`src/tcc_defines.svh`:
```
`ifndef TCC_DEFINES_SVH
`define TCC_DEFINES_SVH

// ****************************************
// Register offsets
// ****************************************
`define TCC_ADDR_CTRL 8'h00
`define TCC_ADDR_RSYNC 8'h02
`define TCC_ADDR_CBCLR 8'h04
`define TCC_ADDR_CBSET 8'h05
`define TCC_ADDR_CHCTL 8'h06
`define TCC_ADDR_DBG 8'h08
`define TCC_ADDR_EVIO 8'h0a
`define TCC_ADDR_STATUS 8'h0f
`define TCC_ADDR_COUNT 8'h10
`define TCC_ADDR_CAP0 8'h18
`define TCC_ADDR_CAP1 8'h1a

// ****************************************
// Field positions
// ****************************************
`define TCC_CA_SWRST 0
`define TCC_CA_EN 1
`define TCC_RS_TRIG 15
`define TCC_RS_SEL 4:0
`define TCC_CB_CMD 7:6
`define TCC_CB_SINGLE 2
`define TCC_CB_DIR 0
`define TCC_CH_CPT 5:4
`define TCC_CH_INV 1:0
`define TCC_DBG_RUN 0
`define TCC_EV_CHEO 13:12
`define TCC_EV_CHEO_LO 12
`define TCC_EV_WRAP_EVENT_OUT_ENABLE 8
`define TCC_EV_INEN 5
`define TCC_EV_INPOL 4
`define TCC_EV_ACT 2:0
`define TCC_EV_MASK 16'h3133
`define TCC_ST_BUSY 7

// ****************************************
// Encodings, reset values and timing
// ****************************************
`define TCC_CMD_NONE 2'h0
`define TCC_CMD_RETRIG 2'h1
`define TCC_CMD_STOP 2'h2
`define TCC_ACT_RETRIG 3'h1
`define TCC_ACT_COUNT 3'h2
`define TCC_ACT_START 3'h3
`define TCC_ACT_PPW 3'h5
`define TCC_ACT_PWP 3'h6
`define TCC_RST_WORD 16'h0000
`define TCC_TOP 16'hffff
`define TCC_PRESC_LAST 8'h03
`define TCC_SYNC_CYC 4'h3

`endif

```
`src/tcc_pkg.sv`:
```
package tcc_pkg;

    // Register port request
    typedef struct packed {
        logic [7:0] addr;
        logic [15:0] wdata;
        logic we;
        logic re;
    } tcc_bus_req_s;

    // Whole state of the control block
    typedef struct packed {
        logic enable;
        logic running;
        logic [1:0] cmd;
        logic single;
        logic dir;
        logic [1:0] cpt;
        logic [1:0] inv;
        logic run_during_debug_halt;
        logic [15:0] event_io_control;
        logic [4:0] rsel;
        logic [15:0] count;
        logic [1:0][15:0] cap;
        logic [1:0] wave;
        logic [1:0] wo;
        logic [7:0] presc;
        logic [3:0] sync_cnt;
        logic sync_rd;
        logic pend_set;
        logic [7:0] pend_val;
        logic [15:0] rdsync;
        logic ev_s1;
        logic ev_s2;
        logic ev_d;
        logic ovf_ev;
        logic [1:0] mc_ev;
        logic [15:0] rdata;
    } tcc_state_s;

endpackage : tcc_pkg

```
`src/tcc_ctrl.sv`:
```
// Decided for this implementation: strobed register access.
`timescale 1ns/100ps
`include "tcc_defines.svh"

// Behaviour
// Read select accepts only count and captures
// Clear and set views share one state
// Command runs on next tick, then reads zero
// Command codes: none, retrigger, stop, reserved
// Clear view ones cancel pending command
// Set view ones place pending command
// Written zeros leave control state unchanged
// Single pass stops at next wrap
// Set view enables, clear view disables single
// Direction zero up, one down
// Capture enable selects capture or compare
// Invert bit inverts waveform pin
// Debug halt stops counter unless run bit
// Debug run bit survives software reset
// Software leaves debug run alone while enabled; debug register writes are not blocked while enabled
// Channel event out gated by enable
// Wrap event out gated by enable
// Input events accepted only when enabled
// Event register locked while unit enabled
// Control B writes pass synchroniser, reads do not
// Read trigger starts sync, sets busy
// Polarity bit inverts incoming event
// Event action codes select event behaviour
// Retrigger restarts from bottom or top; stop holds

module tcc_ctrl (
    // Clock and reset
    input wire logic clk_i,
    input wire logic arst_n_i,
    // Register port
    input tcc_pkg::tcc_bus_req_s bus_i,
    output logic [15:0] rdata_o,
    // System and event inputs
    input wire logic debug_halt_i,
    input wire logic event_in_i,
    // Waveform, event and sync busy outputs
    output logic [1:0] channel_waveform_pin_o,
    output logic wrap_event_o,
    output logic [1:0] channel_event_o,
    output logic sync_in_progress_flag_o
);
    import tcc_pkg::*;

    // ****************************************
    // State and working signals
    // ****************************************
    tcc_state_s st;
    tcc_state_s next_st;
    logic run_ok;
    logic tick;
    logic step;
    logic wrap;
    logic ev_lvl;
    logic ev_rise;
    logic ev_fall;
    logic ev_ok;
    logic [2:0] act;
    logic busy;
    logic sync_done;
    logic swrst;
    logic rsel_ok;
    logic pch;
    logic [15:0] restart;
    logic [7:0] cb_view;

    // ****************************************
    // Next state
    // ****************************************
    always_comb
    begin
        next_st = st;
        run_ok = !debug_halt_i || st.run_during_debug_halt;
        busy = (st.sync_cnt != 4'h0);
        sync_done = (st.sync_cnt == 4'h1);
        swrst = bus_i.we && (bus_i.addr == `TCC_ADDR_CTRL) && bus_i.wdata[`TCC_CA_SWRST];
        ev_lvl = st.ev_s2 ^ st.event_io_control[`TCC_EV_INPOL];
        ev_rise = ev_lvl && !st.ev_d;
        ev_fall = !ev_lvl && st.ev_d;
        ev_ok = st.enable && run_ok && st.event_io_control[`TCC_EV_INEN];
        act = st.event_io_control[`TCC_EV_ACT];
        tick = st.enable && run_ok && (st.presc == `TCC_PRESC_LAST);
        step = st.running && ((act == `TCC_ACT_COUNT) ? (ev_ok && ev_rise) : tick);
        wrap = step && (st.dir ? (st.count == `TCC_RST_WORD) : (st.count == `TCC_TOP));
        restart = st.dir ? `TCC_TOP : `TCC_RST_WORD;
        rsel_ok = (bus_i.wdata[`TCC_RS_SEL] == `TCC_ADDR_COUNT) ||
                  (bus_i.wdata[`TCC_RS_SEL] == `TCC_ADDR_CAP0) ||
                  (bus_i.wdata[`TCC_RS_SEL] == `TCC_ADDR_CAP1);
        pch = (act == `TCC_ACT_PWP);
        cb_view = {st.cmd, 3'h0, st.single, 1'b0, st.dir};

        // Input synchroniser and edge history
        next_st.ev_s1 = event_in_i;
        next_st.ev_s2 = st.ev_s1;
        next_st.ev_d = ev_lvl;
        next_st.ovf_ev = 1'b0;
        next_st.mc_ev = 2'h0;

        // Prescaler makes the counter tick enable
        if (st.enable && run_ok)
        begin
            next_st.presc = (st.presc == `TCC_PRESC_LAST) ? 8'h00 : st.presc + 8'h01;
        end

        // Counting, wrap and compare matches
        if (step)
        begin
            next_st.count = st.dir ? st.count - 16'h0001 : st.count + 16'h0001;
            if (wrap)
            begin
                next_st.ovf_ev = st.event_io_control[`TCC_EV_WRAP_EVENT_OUT_ENABLE];
                if (st.single)
                begin
                    next_st.running = 1'b0;
                end
            end
            for (int n = 0; n < 2; n++)
            begin
                if (!st.cpt[n] && (st.count == st.cap[n]))
                begin
                    next_st.wave[n] = !st.wave[n];
                    next_st.mc_ev[n] = st.event_io_control[`TCC_EV_CHEO_LO + n];
                end
            end
        end

        // Incoming event actions
        if (ev_ok && (ev_rise || ev_fall))
        begin
            case (act)
                `TCC_ACT_RETRIG:
                begin
                    if (ev_rise)
                    begin
                        next_st.count = restart;
                        next_st.running = 1'b1;
                    end
                end
                `TCC_ACT_START:
                begin
                    if (ev_rise)
                    begin
                        next_st.running = 1'b1;
                    end
                end
                `TCC_ACT_PPW, `TCC_ACT_PWP:
                begin
                    // Period on the rising edge, pulse width on the falling one
                    if (ev_rise && st.cpt[pch])
                    begin
                        next_st.cap[pch] = st.count;
                        next_st.mc_ev[pch] = st.event_io_control[`TCC_EV_CHEO_LO + pch];
                    end
                    if (ev_fall && st.cpt[!pch])
                    begin
                        next_st.cap[!pch] = st.count;
                        next_st.mc_ev[!pch] = st.event_io_control[`TCC_EV_CHEO_LO + !pch];
                    end
                    if (ev_rise)
                    begin
                        next_st.count = `TCC_RST_WORD;
                        next_st.running = 1'b1;
                    end
                end
                default:
                begin
                    for (int n = 0; n < 2; n++)
                    begin
                        if (ev_rise && st.cpt[n])
                        begin
                            next_st.cap[n] = st.count;
                            next_st.mc_ev[n] = st.event_io_control[`TCC_EV_CHEO_LO + n];
                        end
                    end
                end
            endcase
        end

        // Pending command runs on the prescaled tick
        if (tick)
        begin
            case (st.cmd)
                `TCC_CMD_RETRIG:
                begin
                    next_st.count = restart;
                    next_st.running = 1'b1;
                end
                `TCC_CMD_STOP:
                begin
                    next_st.running = 1'b0;
                end
                default:
                begin
                    next_st.running = next_st.running;
                end
            endcase
            next_st.cmd = `TCC_CMD_NONE;
        end

        // Synchroniser countdown; completion applied after the command clear
        if (busy)
        begin
            next_st.sync_cnt = st.sync_cnt - 4'h1;
        end
        if (sync_done && st.sync_rd)
        begin
            next_st.rdsync = (st.rsel == `TCC_ADDR_COUNT) ? st.count :
                             (st.rsel == `TCC_ADDR_CAP0) ? st.cap[0] : st.cap[1];
        end
        else if (sync_done && st.pend_set)
        begin
            if (st.pend_val[`TCC_CB_CMD] != `TCC_CMD_NONE)
            begin
                next_st.cmd = st.pend_val[`TCC_CB_CMD];
            end
            next_st.single = st.single || st.pend_val[`TCC_CB_SINGLE];
            next_st.dir = st.dir || st.pend_val[`TCC_CB_DIR];
        end
        else if (sync_done)
        begin
            if (st.pend_val[`TCC_CB_CMD] != `TCC_CMD_NONE)
            begin
                next_st.cmd = `TCC_CMD_NONE;
            end
            next_st.single = st.single && !st.pend_val[`TCC_CB_SINGLE];
            next_st.dir = st.dir && !st.pend_val[`TCC_CB_DIR];
        end

        // Register writes
        if (bus_i.we)
        begin
            if (bus_i.addr == `TCC_ADDR_CTRL)
            begin
                next_st.enable = bus_i.wdata[`TCC_CA_EN];
                if (bus_i.wdata[`TCC_CA_EN] && !st.enable)
                begin
                    next_st.running = 1'b1;
                    next_st.presc = 8'h00;
                end
            end
            else if (bus_i.addr == `TCC_ADDR_RSYNC)
            begin
                if (rsel_ok)
                begin
                    next_st.rsel = bus_i.wdata[`TCC_RS_SEL];
                end
                if (bus_i.wdata[`TCC_RS_TRIG] && rsel_ok && !busy)
                begin
                    next_st.sync_rd = 1'b1;
                    next_st.sync_cnt = `TCC_SYNC_CYC;
                end
            end
            else if ((bus_i.addr == `TCC_ADDR_CBCLR) || (bus_i.addr == `TCC_ADDR_CBSET))
            begin
                if (!busy)
                begin
                    next_st.pend_val = bus_i.wdata[7:0];
                    next_st.pend_set = (bus_i.addr == `TCC_ADDR_CBSET);
                    next_st.sync_rd = 1'b0;
                    next_st.sync_cnt = `TCC_SYNC_CYC;
                end
            end
            else if (bus_i.addr == `TCC_ADDR_CHCTL)
            begin
                next_st.cpt = bus_i.wdata[`TCC_CH_CPT];
                next_st.inv = bus_i.wdata[`TCC_CH_INV];
            end
            else if (bus_i.addr == `TCC_ADDR_DBG)
            begin
                next_st.run_during_debug_halt = bus_i.wdata[`TCC_DBG_RUN];
            end
            else if (bus_i.addr == `TCC_ADDR_EVIO)
            begin
                if (!st.enable)
                begin
                    next_st.event_io_control = bus_i.wdata & `TCC_EV_MASK;
                end
            end
            else if (bus_i.addr == `TCC_ADDR_CAP0)
            begin
                next_st.cap[0] = bus_i.wdata;
            end
            else if (bus_i.addr == `TCC_ADDR_CAP1)
            begin
                next_st.cap[1] = bus_i.wdata;
            end
        end

        // Software reset wins over everything but the debug run bit and the data of a read in the same cycle
        if (swrst)
        begin
            next_st = '0;
            next_st.run_during_debug_halt = st.run_during_debug_halt;
        end

        // Register reads, data valid in the following cycle
        next_st.rdata = `TCC_RST_WORD;
        if (bus_i.re)
        begin
            if (bus_i.addr == `TCC_ADDR_CTRL)
            begin
                next_st.rdata = {14'h0000, st.enable, 1'b0};
            end
            else if (bus_i.addr == `TCC_ADDR_RSYNC)
            begin
                next_st.rdata = {11'h000, st.rsel};
            end
            else if ((bus_i.addr == `TCC_ADDR_CBCLR) || (bus_i.addr == `TCC_ADDR_CBSET))
            begin
                next_st.rdata = {8'h00, cb_view};
            end
            else if (bus_i.addr == `TCC_ADDR_CHCTL)
            begin
                next_st.rdata = {10'h000, st.cpt, 2'h0, st.inv};
            end
            else if (bus_i.addr == `TCC_ADDR_DBG)
            begin
                next_st.rdata = {15'h0000, st.run_during_debug_halt};
            end
            else if (bus_i.addr == `TCC_ADDR_EVIO)
            begin
                next_st.rdata = st.event_io_control;
            end
            else if (bus_i.addr == `TCC_ADDR_STATUS)
            begin
                next_st.rdata = {8'h00, busy, 7'h00};
            end
            else if (bus_i.addr == `TCC_ADDR_COUNT)
            begin
                next_st.rdata = st.rdsync;
            end
            else if (bus_i.addr == `TCC_ADDR_CAP0)
            begin
                next_st.rdata = st.cap[0];
            end
            else if (bus_i.addr == `TCC_ADDR_CAP1)
            begin
                next_st.rdata = st.cap[1];
            end
        end

        // Registered waveform pins
        next_st.wo = next_st.wave ^ next_st.inv;
    end

    // ****************************************
    // State register
    // ****************************************
    always_ff @(posedge clk_i or negedge arst_n_i)
    begin
        if (!arst_n_i)
        begin
            st <= '0;
        end
        else
        begin
            st <= next_st;
        end
    end

    // Outputs
    assign rdata_o = st.rdata;
    assign channel_waveform_pin_o = st.wo;
    assign wrap_event_o = st.ovf_ev;
    assign channel_event_o = st.mc_ev;
    assign sync_in_progress_flag_o = busy;
endmodule : tcc_ctrl

```
`config.mk`:
```
export PLATFORM = sky130hd
export DESIGN_NAME = tcc_ctrl
export DESIGN_NICKNAME = d
export VERILOG_FILES = /design/src/tcc_pkg.sv /design/src/tcc_ctrl.sv
export VERILOG_INCLUDE_DIRS = /design/src /design/src/src
export SDC_FILE = /design/constraint.sdc
export NUM_CORES = 1
export LEC_CHECK = 0
export BUFFER_PORTS_ARGS = -buffer_cell sky130_fd_sc_hd__clkbuf_2
export CORE_MARGIN = 5
export CORE_UTILIZATION = 30
export CTS_CLUSTER_DIAMETER = 50
export DETAILED_ROUTE_END_ITERATION = 6
export PLACE_DENSITY = 0.56
export SYNTH_ARGS = -nofsm -noshare
export SYNTH_HDL_FRONTEND = slang
export SYNTH_SLANG_ARGS = --single-unit
```
`constraint.sdc`:
```
create_clock -name clk_i -period 3.1 [get_ports clk_i]
set_input_delay 0.155 -clock clk_i [delete_from_list [all_inputs] [get_ports clk_i]]
set_output_delay 0.155 -clock clk_i [all_outputs]
set_load 0.05 [all_outputs]
```
==> summary.md, run 1 <==
| Metric | Value |
|---|---|
| CP Max Fanout | `14` |
| FF+latch area | `0.00328 sq mm` |
| Post-route insts no fill | `1291` |
| Total number of yosys warnings | `0` |
| Area of the multi-input gates | `about 0.0045 sq mm` |
| Synthesized Nets | `approximately 970` |
| Row count | `60` |
| Final-report setup violation count | `0` |
| Aggregate routed wire length | `24.7 mm` |
| Internal Power | `between 3 and 4 mW` |
| Leakage component of the power | `~4.4 nW` |
| CP Capture Type | `register` |
| Fraction of registers with async set or reset after synthesis | `100%` |
| Number of instances resized during post-cts repair | `0` |
| XOR/XNOR share of the synthesized area | `approximately 6%` |
| Post-synthesis cell type count | `73` |
| Reg power frac | `41.4%` |
| DRC marker count from the first detailed-route iteration | `~530` |
| Area enclosed by the die boundary | `about 0.031 sq mm` |
| Vias per cell | `about 5.4` |
| Crit path DAT | `~3100 ps` |
| Most repeated cell in the gate-level netlist after synthesis | `sky130_fd_sc_hd__dfrtp_1` |
| Clk_lat worst skew | `430 ps` |
| Number of clock sinks | `~130` |
| List of most frequent post-synthesis cells | `sky130_fd_sc_hd__dfrtp_1, sky130_fd_sc_hd__nor2_1, sky130_fd_sc_hd__nand2_1, sky130_fd_sc_hd__mux2i_1, sky130_fd_sc_hd__a21oi_1` |
| CP Data Required Time | `around 3400 ps` |
| Sequential area share after synthesis | `39.7%` |
| Placer Congestion | `about 0.9` |
| Count of final hold-check violations | `0` |
| Clock slew at reported path FFs | `approximately 60 ps` |
| Combined area of all synthesized cells | `0.00825 sq mm` |
| Highest attainable clock frequency | `roughly 0.36 GHz` |
| Setup crit start kind | `register` |
| Antenna violations before repair | `0` |
| Portion of total power attributed to the clock network | `41.8%` |
| Max Transition Viols Final | `0` |
| TritonCTS clock tree | `done` |
| Max Buffers Root-to-Sink | `2` |
| EDFF count, synth | `0` |
| Detail Placement HPWL | `approximately 18 mm` |
| Global-route wire length before repair | `39.4 mm` |
| Post-Synth Adder-Cell Area | `~3.3%` |
| Final clock period utilization by the worst path | `about 90%` |
| Setup repair bufs after CTS | `0` |
| Average wire per standard cell | `about 19 microns` |
| Final ANT Viol Nets | `0` |
| Number of inserted diodes | `0` |
| CTS Root Cell | `sky130_fd_sc_hd__clkbuf_16` |
| Layout overhead on the synthesized area | `13.8%` |
| Unrepaired setup endpoints after global routing | `false` |
| Cells after DPL | `1258` |
| Yosys top cell by area | `sky130_fd_sc_hd__dfrtp_1` |
| Global-route total usage across every layer | `16.2%` |
| Top_reg_cell synth | `sky130_fd_sc_hd__dfrtp_1` |
| Gate count of the mapped netlist | `between 900 and 1000` |
| Area of the placeable core | `between 0.02 and 0.03 sq mm` |
| Actual transition at the worst max-transition pin | `approximately 890 ps` |
| Proportion of synthesized area in mux cells | `about 8.5%` |
| Run status | `complete, no violations` |
| Layout cells sized above 1 | `around 14%` |
| Number of vias in the routed layout | `approximately 6900` |
| Number of buffers created by CTS | `17` |
| Simple-gate area share of the yosys netlist | `between 10% and 20%` |
| Compound-Gate Fraction of Synth Area | `around 17%` |
| Final core utilization | `a little over a third` |
| Die H | `~180 microns` |
| Drt drc | `0` |
| Number of levels in the clock H-tree | `4` |
| Switching share of power | `a little under 30%` |
| Remaining global-route overflow | `0` |
| Max IR drop VDD | `slightly below 400 uV` |
| Final std cell area, no fill | `about 0.0094 sq mm` |
| Critical path's slowest cell | `sky130_fd_sc_hd__dfrtp_1` |
| Mean area per synthesized cell | `around 9 sq um` |
| Die Width | `176 microns` |
| Top cells by area, synth | `sky130_fd_sc_hd__dfrtp_1, sky130_fd_sc_hd__mux2i_1, sky130_fd_sc_hd__nor2_1` |
| Starting Density | `30.5%` |
| Biggest cell delay along the critical path | `~530 ps` |
| Hold Crit Class | `input port to register` |
| Worst-path cell chain | `buf_4, ha_1, nand2_1, o21ai_0, a41oi_1, o32ai_1, xnor2_1, o32ai_1` |
| Count of input and output buffers | `between 50 and 60` |
| Number of optimization iterations in the first detailed-route pass | `5` |
| Comb power frac | `roughly 17%` |
| Pin count of the biggest net entering global routing | `85` |
| Boundary Pins | `52` |
| Largest family of logic cells by synthesized area | `simple AND/OR/NAND/NOR gates` |
| Placed inst area | `approximately 0.0088 sq mm` |
| Power, Total | `roughly 5 mW` |
| Layout Nets | `990` |
| Post-layout minimum cycle time | `approximately 2800 ps` |
| Max-cap check violation count | `0` |
| Power per unit of standard cell area | `~530 mW/mm^2` |
| Kind of critical path | `register to register` |
| Total net switching power | `approximately 1.5 mW` |
| Fillcell total | `approximately 2800` |
| Post-route clock skew | `approximately 11 ps` |
| Area share of the largest cell type after synthesis | `between 30% and 40%` |
| Most frequent cell on the critical path | `sky130_fd_sc_hd__o32ai_1` |
| Final-layout setup total negative slack | `0 ps` |
| Via count of the first global-routing pass | `between 6000 and 7000` |
| Number of synthesized register bits | `approximately 130` |
| Tightest slew margin relative to the limit | `about two fifths` |
## cell usage in the layout (no fill, tap or decap), drive strengths merged, types with 4 or more instances in the layout
master,n
xor2,14
a221oi,4
nand2,86
nand3,19
a211oi,51
and3,8
nor3,18
inv,16
ha,20
mux2i,68
dfrtp,131
a21o,9
a21oi,59
a22oi,6
clkbuf,68
xnor2,44
nor2b,4
a31oi,4
nor2,120
nand4,20
o32ai,4
nor4,7
nand2b,9
buf,30
clkinv,4
o21ai,47
o22ai,9
and2,11
## sequential cells by signal (all words and copies together), names as in the netlist
| name | flops |
|---|---|
| wrap_event_o | 1 |
| rdata_o | 16 |
| act | 2 |
| st | 104 |
| channel_event_o | 2 |
| cb_view | 4 |
| channel_waveform_pin_o | 2 |
## worst paths after layout
check	start	endpoint	slack, ps	cells past startpoint
worst max-delay path	cb_view[0]	st[110]	320	8
worst min-delay path	bus_i[12]	st[74]	10	3
worst max register to register	cb_view[0]	st[110]	320	8
worst min register to register	st[21]	st[20]	450	1
max in group asynchronous	arst_n_i	st[107]	1970	3
min in group asynchronous	arst_n_i	st[50]	370	2
## per-layer routing
layer  track usage (%)  routed length [microns]
met5                 0                        0
met3              2.78                     1300
met1              22.4                    11300
met4              5.78                      686
met2              25.4                    11400
## area by class of cell
class | count | area share (%)
timing repair buffer | 83 | 5.69
tap | 341 | 4.54
inverter | 14 | 0.559
multi-input combinational | 692 | 48.0
sequential | 131 | 34.9
clock buffer | 18 | 4.68
clock inverter | 12 | 1.68
## cells by family after synthesis
| group | after synthesis |
|---|---|
| adder cells (fa/ha/maj) | 21 |
| XOR/XNOR | 58 |
| AO/OA/AOI/OAI | 221 |
| AND/OR/NAND/NOR | 322 |
| buffers and inverters | 99 |
| multiplexers | 70 |
| flip-flops | 131 |
## repair_timing
action,in CTS,in global routing
hold buffers,3,0
endpoints found under the hold margin,86,0
setup endpoints to repair,0,0
## critical path, delay by kind of cell, from the launching register on
family / cells / cell delay, ps
XOR/XNOR: 1 / 100
adder cells (fa/ha/maj): 1 / 370
buffers and inverters: 1 / 270
AND/OR/NAND/NOR: 1 / 70
AO/OA/AOI/OAI: 4 / 1340
flip-flops: 1 / 530
## stage by stage
step | hold slack, ps | worst slack [ps]
6_report | 9.83 | 316
5_1_grt | 14.5 | 136
4_1_cts | 3.52 | 342
3_5_place_dp | 292 | 377
3_3_place_gp | 282 | 423
2_1_floorplan | -141 | 693
## power by group through the flow
stage	sequential, mW	clock (mW)	combinational, mW
final	2.06	2.08	0.835
after global routing	2.09	2.19	0.956
after CTS	2.06	2.11	0.846
after detailed placement	2.08	0	0.841
after global placement	2.08	0	0.821
after floorplan	2.04	0	0.603
Note: power is estimated with default switching activity, not from simulation.
==> inputs of run 2 (changes only) <==
Settings changed: ABC_AREA set to 1, PLACE_DENSITY 0.56 to not set.
==> run 2 against run 1 <==
Combinational power rose to 2.8 times the previous value. Die area up 1.4%. Critical path depth down 2. Cell area up 2.3%. Largest cell class unchanged. Core utilization down 0.071 points. Via count up 16%.
==> summary.md, run 2 <==
| Metric | Value |
|---|---|
| Leading cell type in the layout, fill and taps excluded | `sky130_fd_sc_hd__nand2_1` |
| CP Max Fanout | `33` |
| Final clock period utilization by the worst path | `80.7%` |
| Biggest cell delay along the critical path | `about 590 ps` |
| Crit path DAT | `about 2800 ps` |
| Highest attainable clock frequency | `approximately 0.4 GHz` |
| Die Width | `about 180 microns` |
| Average wire per standard cell | `17.0 microns` |
| Final-report setup violation count | `0` |
| Reg-to-reg slack, setup | `600 ps` |
| Global-route wire length before repair | `42.8 mm` |
| Fraction of registers with async set or reset after synthesis | `100%` |
| Number of synthesized register bits | `131` |
| Register containing the most flip-flops in the final layout | `st` |
| Fillcell total | `~3000` |
| Reg2reg end | `channel_event_o[1]` |
| Count of buffering cells on the critical path with inverters included | `1` |
| Mean area per synthesized cell | `roughly 7.3 sq um` |
| Hold Startpoint | `bus_i[11]` |
| Via count of the first global-routing pass | `7610` |
| Reg power frac | `about a third` |
| Pin count of the biggest net entering global routing | `slightly above 70` |
| Clock slew at reported path FFs | `60 ps` |
| Depth of the worst hold-timing path | `3` |
| Worst-path cell chain | `xnor2_1, inv_1, ha_1, nor2_2, nand2_2, a211oi_1` |
| Global-route total usage across every layer | `17.4%` |
| Internal Power | `about 4.3 mW` |
| Row count | `61` |
| Tightest slew margin relative to the limit | `45.0%` |
| Number of optimization iterations in the first detailed-route pass | `5` |
| Setup crit start kind | `register` |
| Number of flip-flops under the largest register name | `roughly 100` |
| Final ANT Viol Nets | `0` |
| Number of clock sinks | `131` |
| Number of levels in the clock H-tree | `4` |
| Drt drc | `0` |
| List of most frequent post-synthesis cells | `sky130_fd_sc_hd__nand2_1, sky130_fd_sc_hd__inv_1, sky130_fd_sc_hd__dfrtp_1, sky130_fd_sc_hd__nor2_1, sky130_fd_sc_hd__a21oi_1` |
| Number of vias in the routed layout | `between 8000 and 9000` |
| Max-cap check violation count | `0` |
| Post-route clock skew | `8.49 ps` |
| Comb power frac | `around a third` |
| FF-to-FF Start | `st[121]` |
| Most repeated cell in the gate-level netlist after synthesis | `sky130_fd_sc_hd__nand2_1` |
| Synthesized Nets | `approximately 1200` |
| Placer Congestion | `slightly above 0.9` |
| Number of buffers created by CTS | `17` |
| Die H | `approximately 180 microns` |
| Clk_lat worst skew | `about 430 ps` |
| EDFF count, synth | `0` |
| Power, Total | `about 7.0 mW` |
| Layout cells sized above 1 | `between 10% and 20%` |
| Total number of yosys warnings | `0` |
| Total net switching power | `about 2.7 mW` |
| Max Buffers Root-to-Sink | `2` |
| Highest-count cells in the layout ignoring fill and taps | `sky130_fd_sc_hd__nand2_1, sky130_fd_sc_hd__inv_1, sky130_fd_sc_hd__dfrtp_1, sky130_fd_sc_hd__nor2_1, sky130_fd_sc_hd__a21oi_1` |
| Power per unit of standard cell area | `724 mW/mm^2` |
| Yosys top cell by area | `sky130_fd_sc_hd__dfrtp_1` |
| Area of the placeable core | `0.0277 sq mm` |
| Vias per cell | `5.07` |
| Area enclosed by the die boundary | `between 0.03 and 0.04 sq mm` |
| Critical path's slowest cell | `sky130_fd_sc_hd__a211oi_1` |
| Remaining global-route overflow | `0` |
| TritonCTS clock tree | `done` |
| Max IR drop VDD | `between 300 and 400 uV` |
| Unrepaired setup endpoints after global routing | `false` |
| Layout overhead on the synthesized area | `14.7%` |
| Setup repair bufs after CTS | `0` |
| Boundary Pins | `52` |
| Post-synthesis cell type count | `48` |
| Hold Crit Class | `input port to register` |
| Top cells by area, synth | `sky130_fd_sc_hd__dfrtp_1, sky130_fd_sc_hd__nand2_1, sky130_fd_sc_hd__inv_1` |
| Gate count of the mapped netlist | `between 1000 and 1500` |
| Leakage component of the power | `between 4 and 5 nW` |
| Portion of total power attributed to the clock network | `roughly 32%` |
| Number of cell instances on the worst register-to-register path | `6` |
| Area of the multi-input gates | `~0.0042 sq mm` |
| Detail Placement HPWL | `about 20 mm` |
| Switching share of power | `38.2%` |
| CP Data Required Time | `3370 ps` |
| Worst Hold End | `st[73]` |
| Layout Nets | `approximately 1200` |
| Final-layout setup total negative slack | `0 ps` |
| CP Capture Type | `register` |
| Count of input and output buffers | `51` |
| Top_reg_cell synth | `sky130_fd_sc_hd__dfrtp_1` |
| Kind of cell adding the most delay to the critical path | `simple AND/OR/NAND/NOR gates` |
| Actual transition at the worst max-transition pin | `around 820 ps` |
| Antenna violations before repair | `0` |
| Max Transition Viols Final | `0` |
| Starting Density | `between 30% and 40%` |
| Count of final hold-check violations | `0` |
| CTS Root Cell | `sky130_fd_sc_hd__clkbuf_16` |
| Sequential area share after synthesis | `39.1%` |
| DRC marker count from the first detailed-route iteration | `873` |
| Post-layout minimum cycle time | `~2500 ps` |
| Kind of critical path | `register to register` |
| Number of inserted diodes | `0` |
| Aggregate routed wire length | `between 20 and 30 mm` |
| Combined area of all synthesized cells | `about 0.0084 sq mm` |
| Run status | `complete, no violations` |
| FF+latch area | `around 0.0033 sq mm` |
| Area share of the largest cell type after synthesis | `39.1%` |
run 2: changes by cell type in the layout (fill, tap and decap cells not counted), sizes merged, moves of 19 or more:
cell,before,now
nand2,86,301
inv,16,161
mux2i,68,1
o21ai,47,109
a211oi,51,2
a21oi,59,96
xnor2,44,13
nand3,19,48
o221ai,0,22
buf,30,11
run 2: cell type report:
type,count,share of cell area (%)
clock inverters,13,2.17
well taps,378,4.92
inverters,162,6.33
repair buffers,71,4.54
flip-flops and latches,131,34.1
multi-input cells,812,43.5
clock buffers,18,4.47
run 2: cells by family after synthesis:
logic type	share of synthesized area, %
simple gates	25.4
compound gates	19.0
buf+inv	11.0
flops	39.1
fa+ha+maj	3.23
xor+xnor	2.09
mux	0.119
run 2: how the worst max path moves through the flow:
| stage | from | end | slack, ps | depth (start not counted) |
|---|---|---|---|---|
| 3_5_place_dp | st[121] | channel_waveform_pin_o[0] | 650 | 12 |
| 5_1_grt | st[121] | st[110] | 380 | 11 |
| 6_report | st[121] | channel_event_o[1] | 600 | 6 |
| 4_1_cts | st[121] | channel_event_o[1] | 610 | 6 |
| 2_1_floorplan | cb_view[0] | st[111] | 1160 | 12 |
| 3_3_place_gp | st[121] | channel_waveform_pin_o[0] | 680 | 12 |
run 2: worst register-to-register path, stage by stage, from the launching register on:
cell and delay [ps]:
sky130_fd_sc_hd__dfrtp_1 450, sky130_fd_sc_hd__xnor2_1 220, sky130_fd_sc_hd__inv_1 70, sky130_fd_sc_hd__ha_1 350
sky130_fd_sc_hd__nor2_2 230, sky130_fd_sc_hd__nand2_2 440, sky130_fd_sc_hd__a211oi_1 590
run 2: stage by stage:
stage / worst slack [ps] / hold WS [ps] / util (%) / instance area (sq um) / instances
floorplan: 1160 / -141 / - / 8380 / 1152
global placement: 676 / 237 / 32.0 / 8870 / 1544
detailed placement: 655 / 227 / 32.0 / 8870 / 1544
CTS: 614 / 10.4 / 34.7 / 9610 / 1585
global route: 383 / 23.8 / 34.7 / 9610 / 1585
finish: 597 / 15.7 / 34.7 / 9610 / 1585
run 2: what timing repair did:
item	4_1_cts	5_1_grt
resized for setup	0	0
endpoints found under the hold margin	81	0
hold buffers	10	0
run 2: layer usage:
| layer | routed length [microns] | global-route usage (%) | vias up |
|---|---|---|---|
| met1 | 12100 | 23.9 | 3826 |
| met4 | 786 | 5.96 | 0 |
| li1 | - | - | 3876 |
| met5 | 0 | 0 | - |
| met3 | 1850 | 3.05 | 40 |
| met2 | 12300 | 27.8 | 290 |
run 2: power by group through the flow:
| stage | combinational, mW | sequential [mW] | clock, mW |
|---|---|---|---|
| after floorplan | 1.79 | 2.28 | 0 |
| after detailed placement | 2.28 | 2.42 | 0 |
| final | 2.32 | 2.41 | 2.23 |
| after global placement | 2.26 | 2.42 | 0 |
| after CTS | 2.31 | 2.40 | 2.24 |
| after global routing | 2.67 | 2.45 | 2.32 |
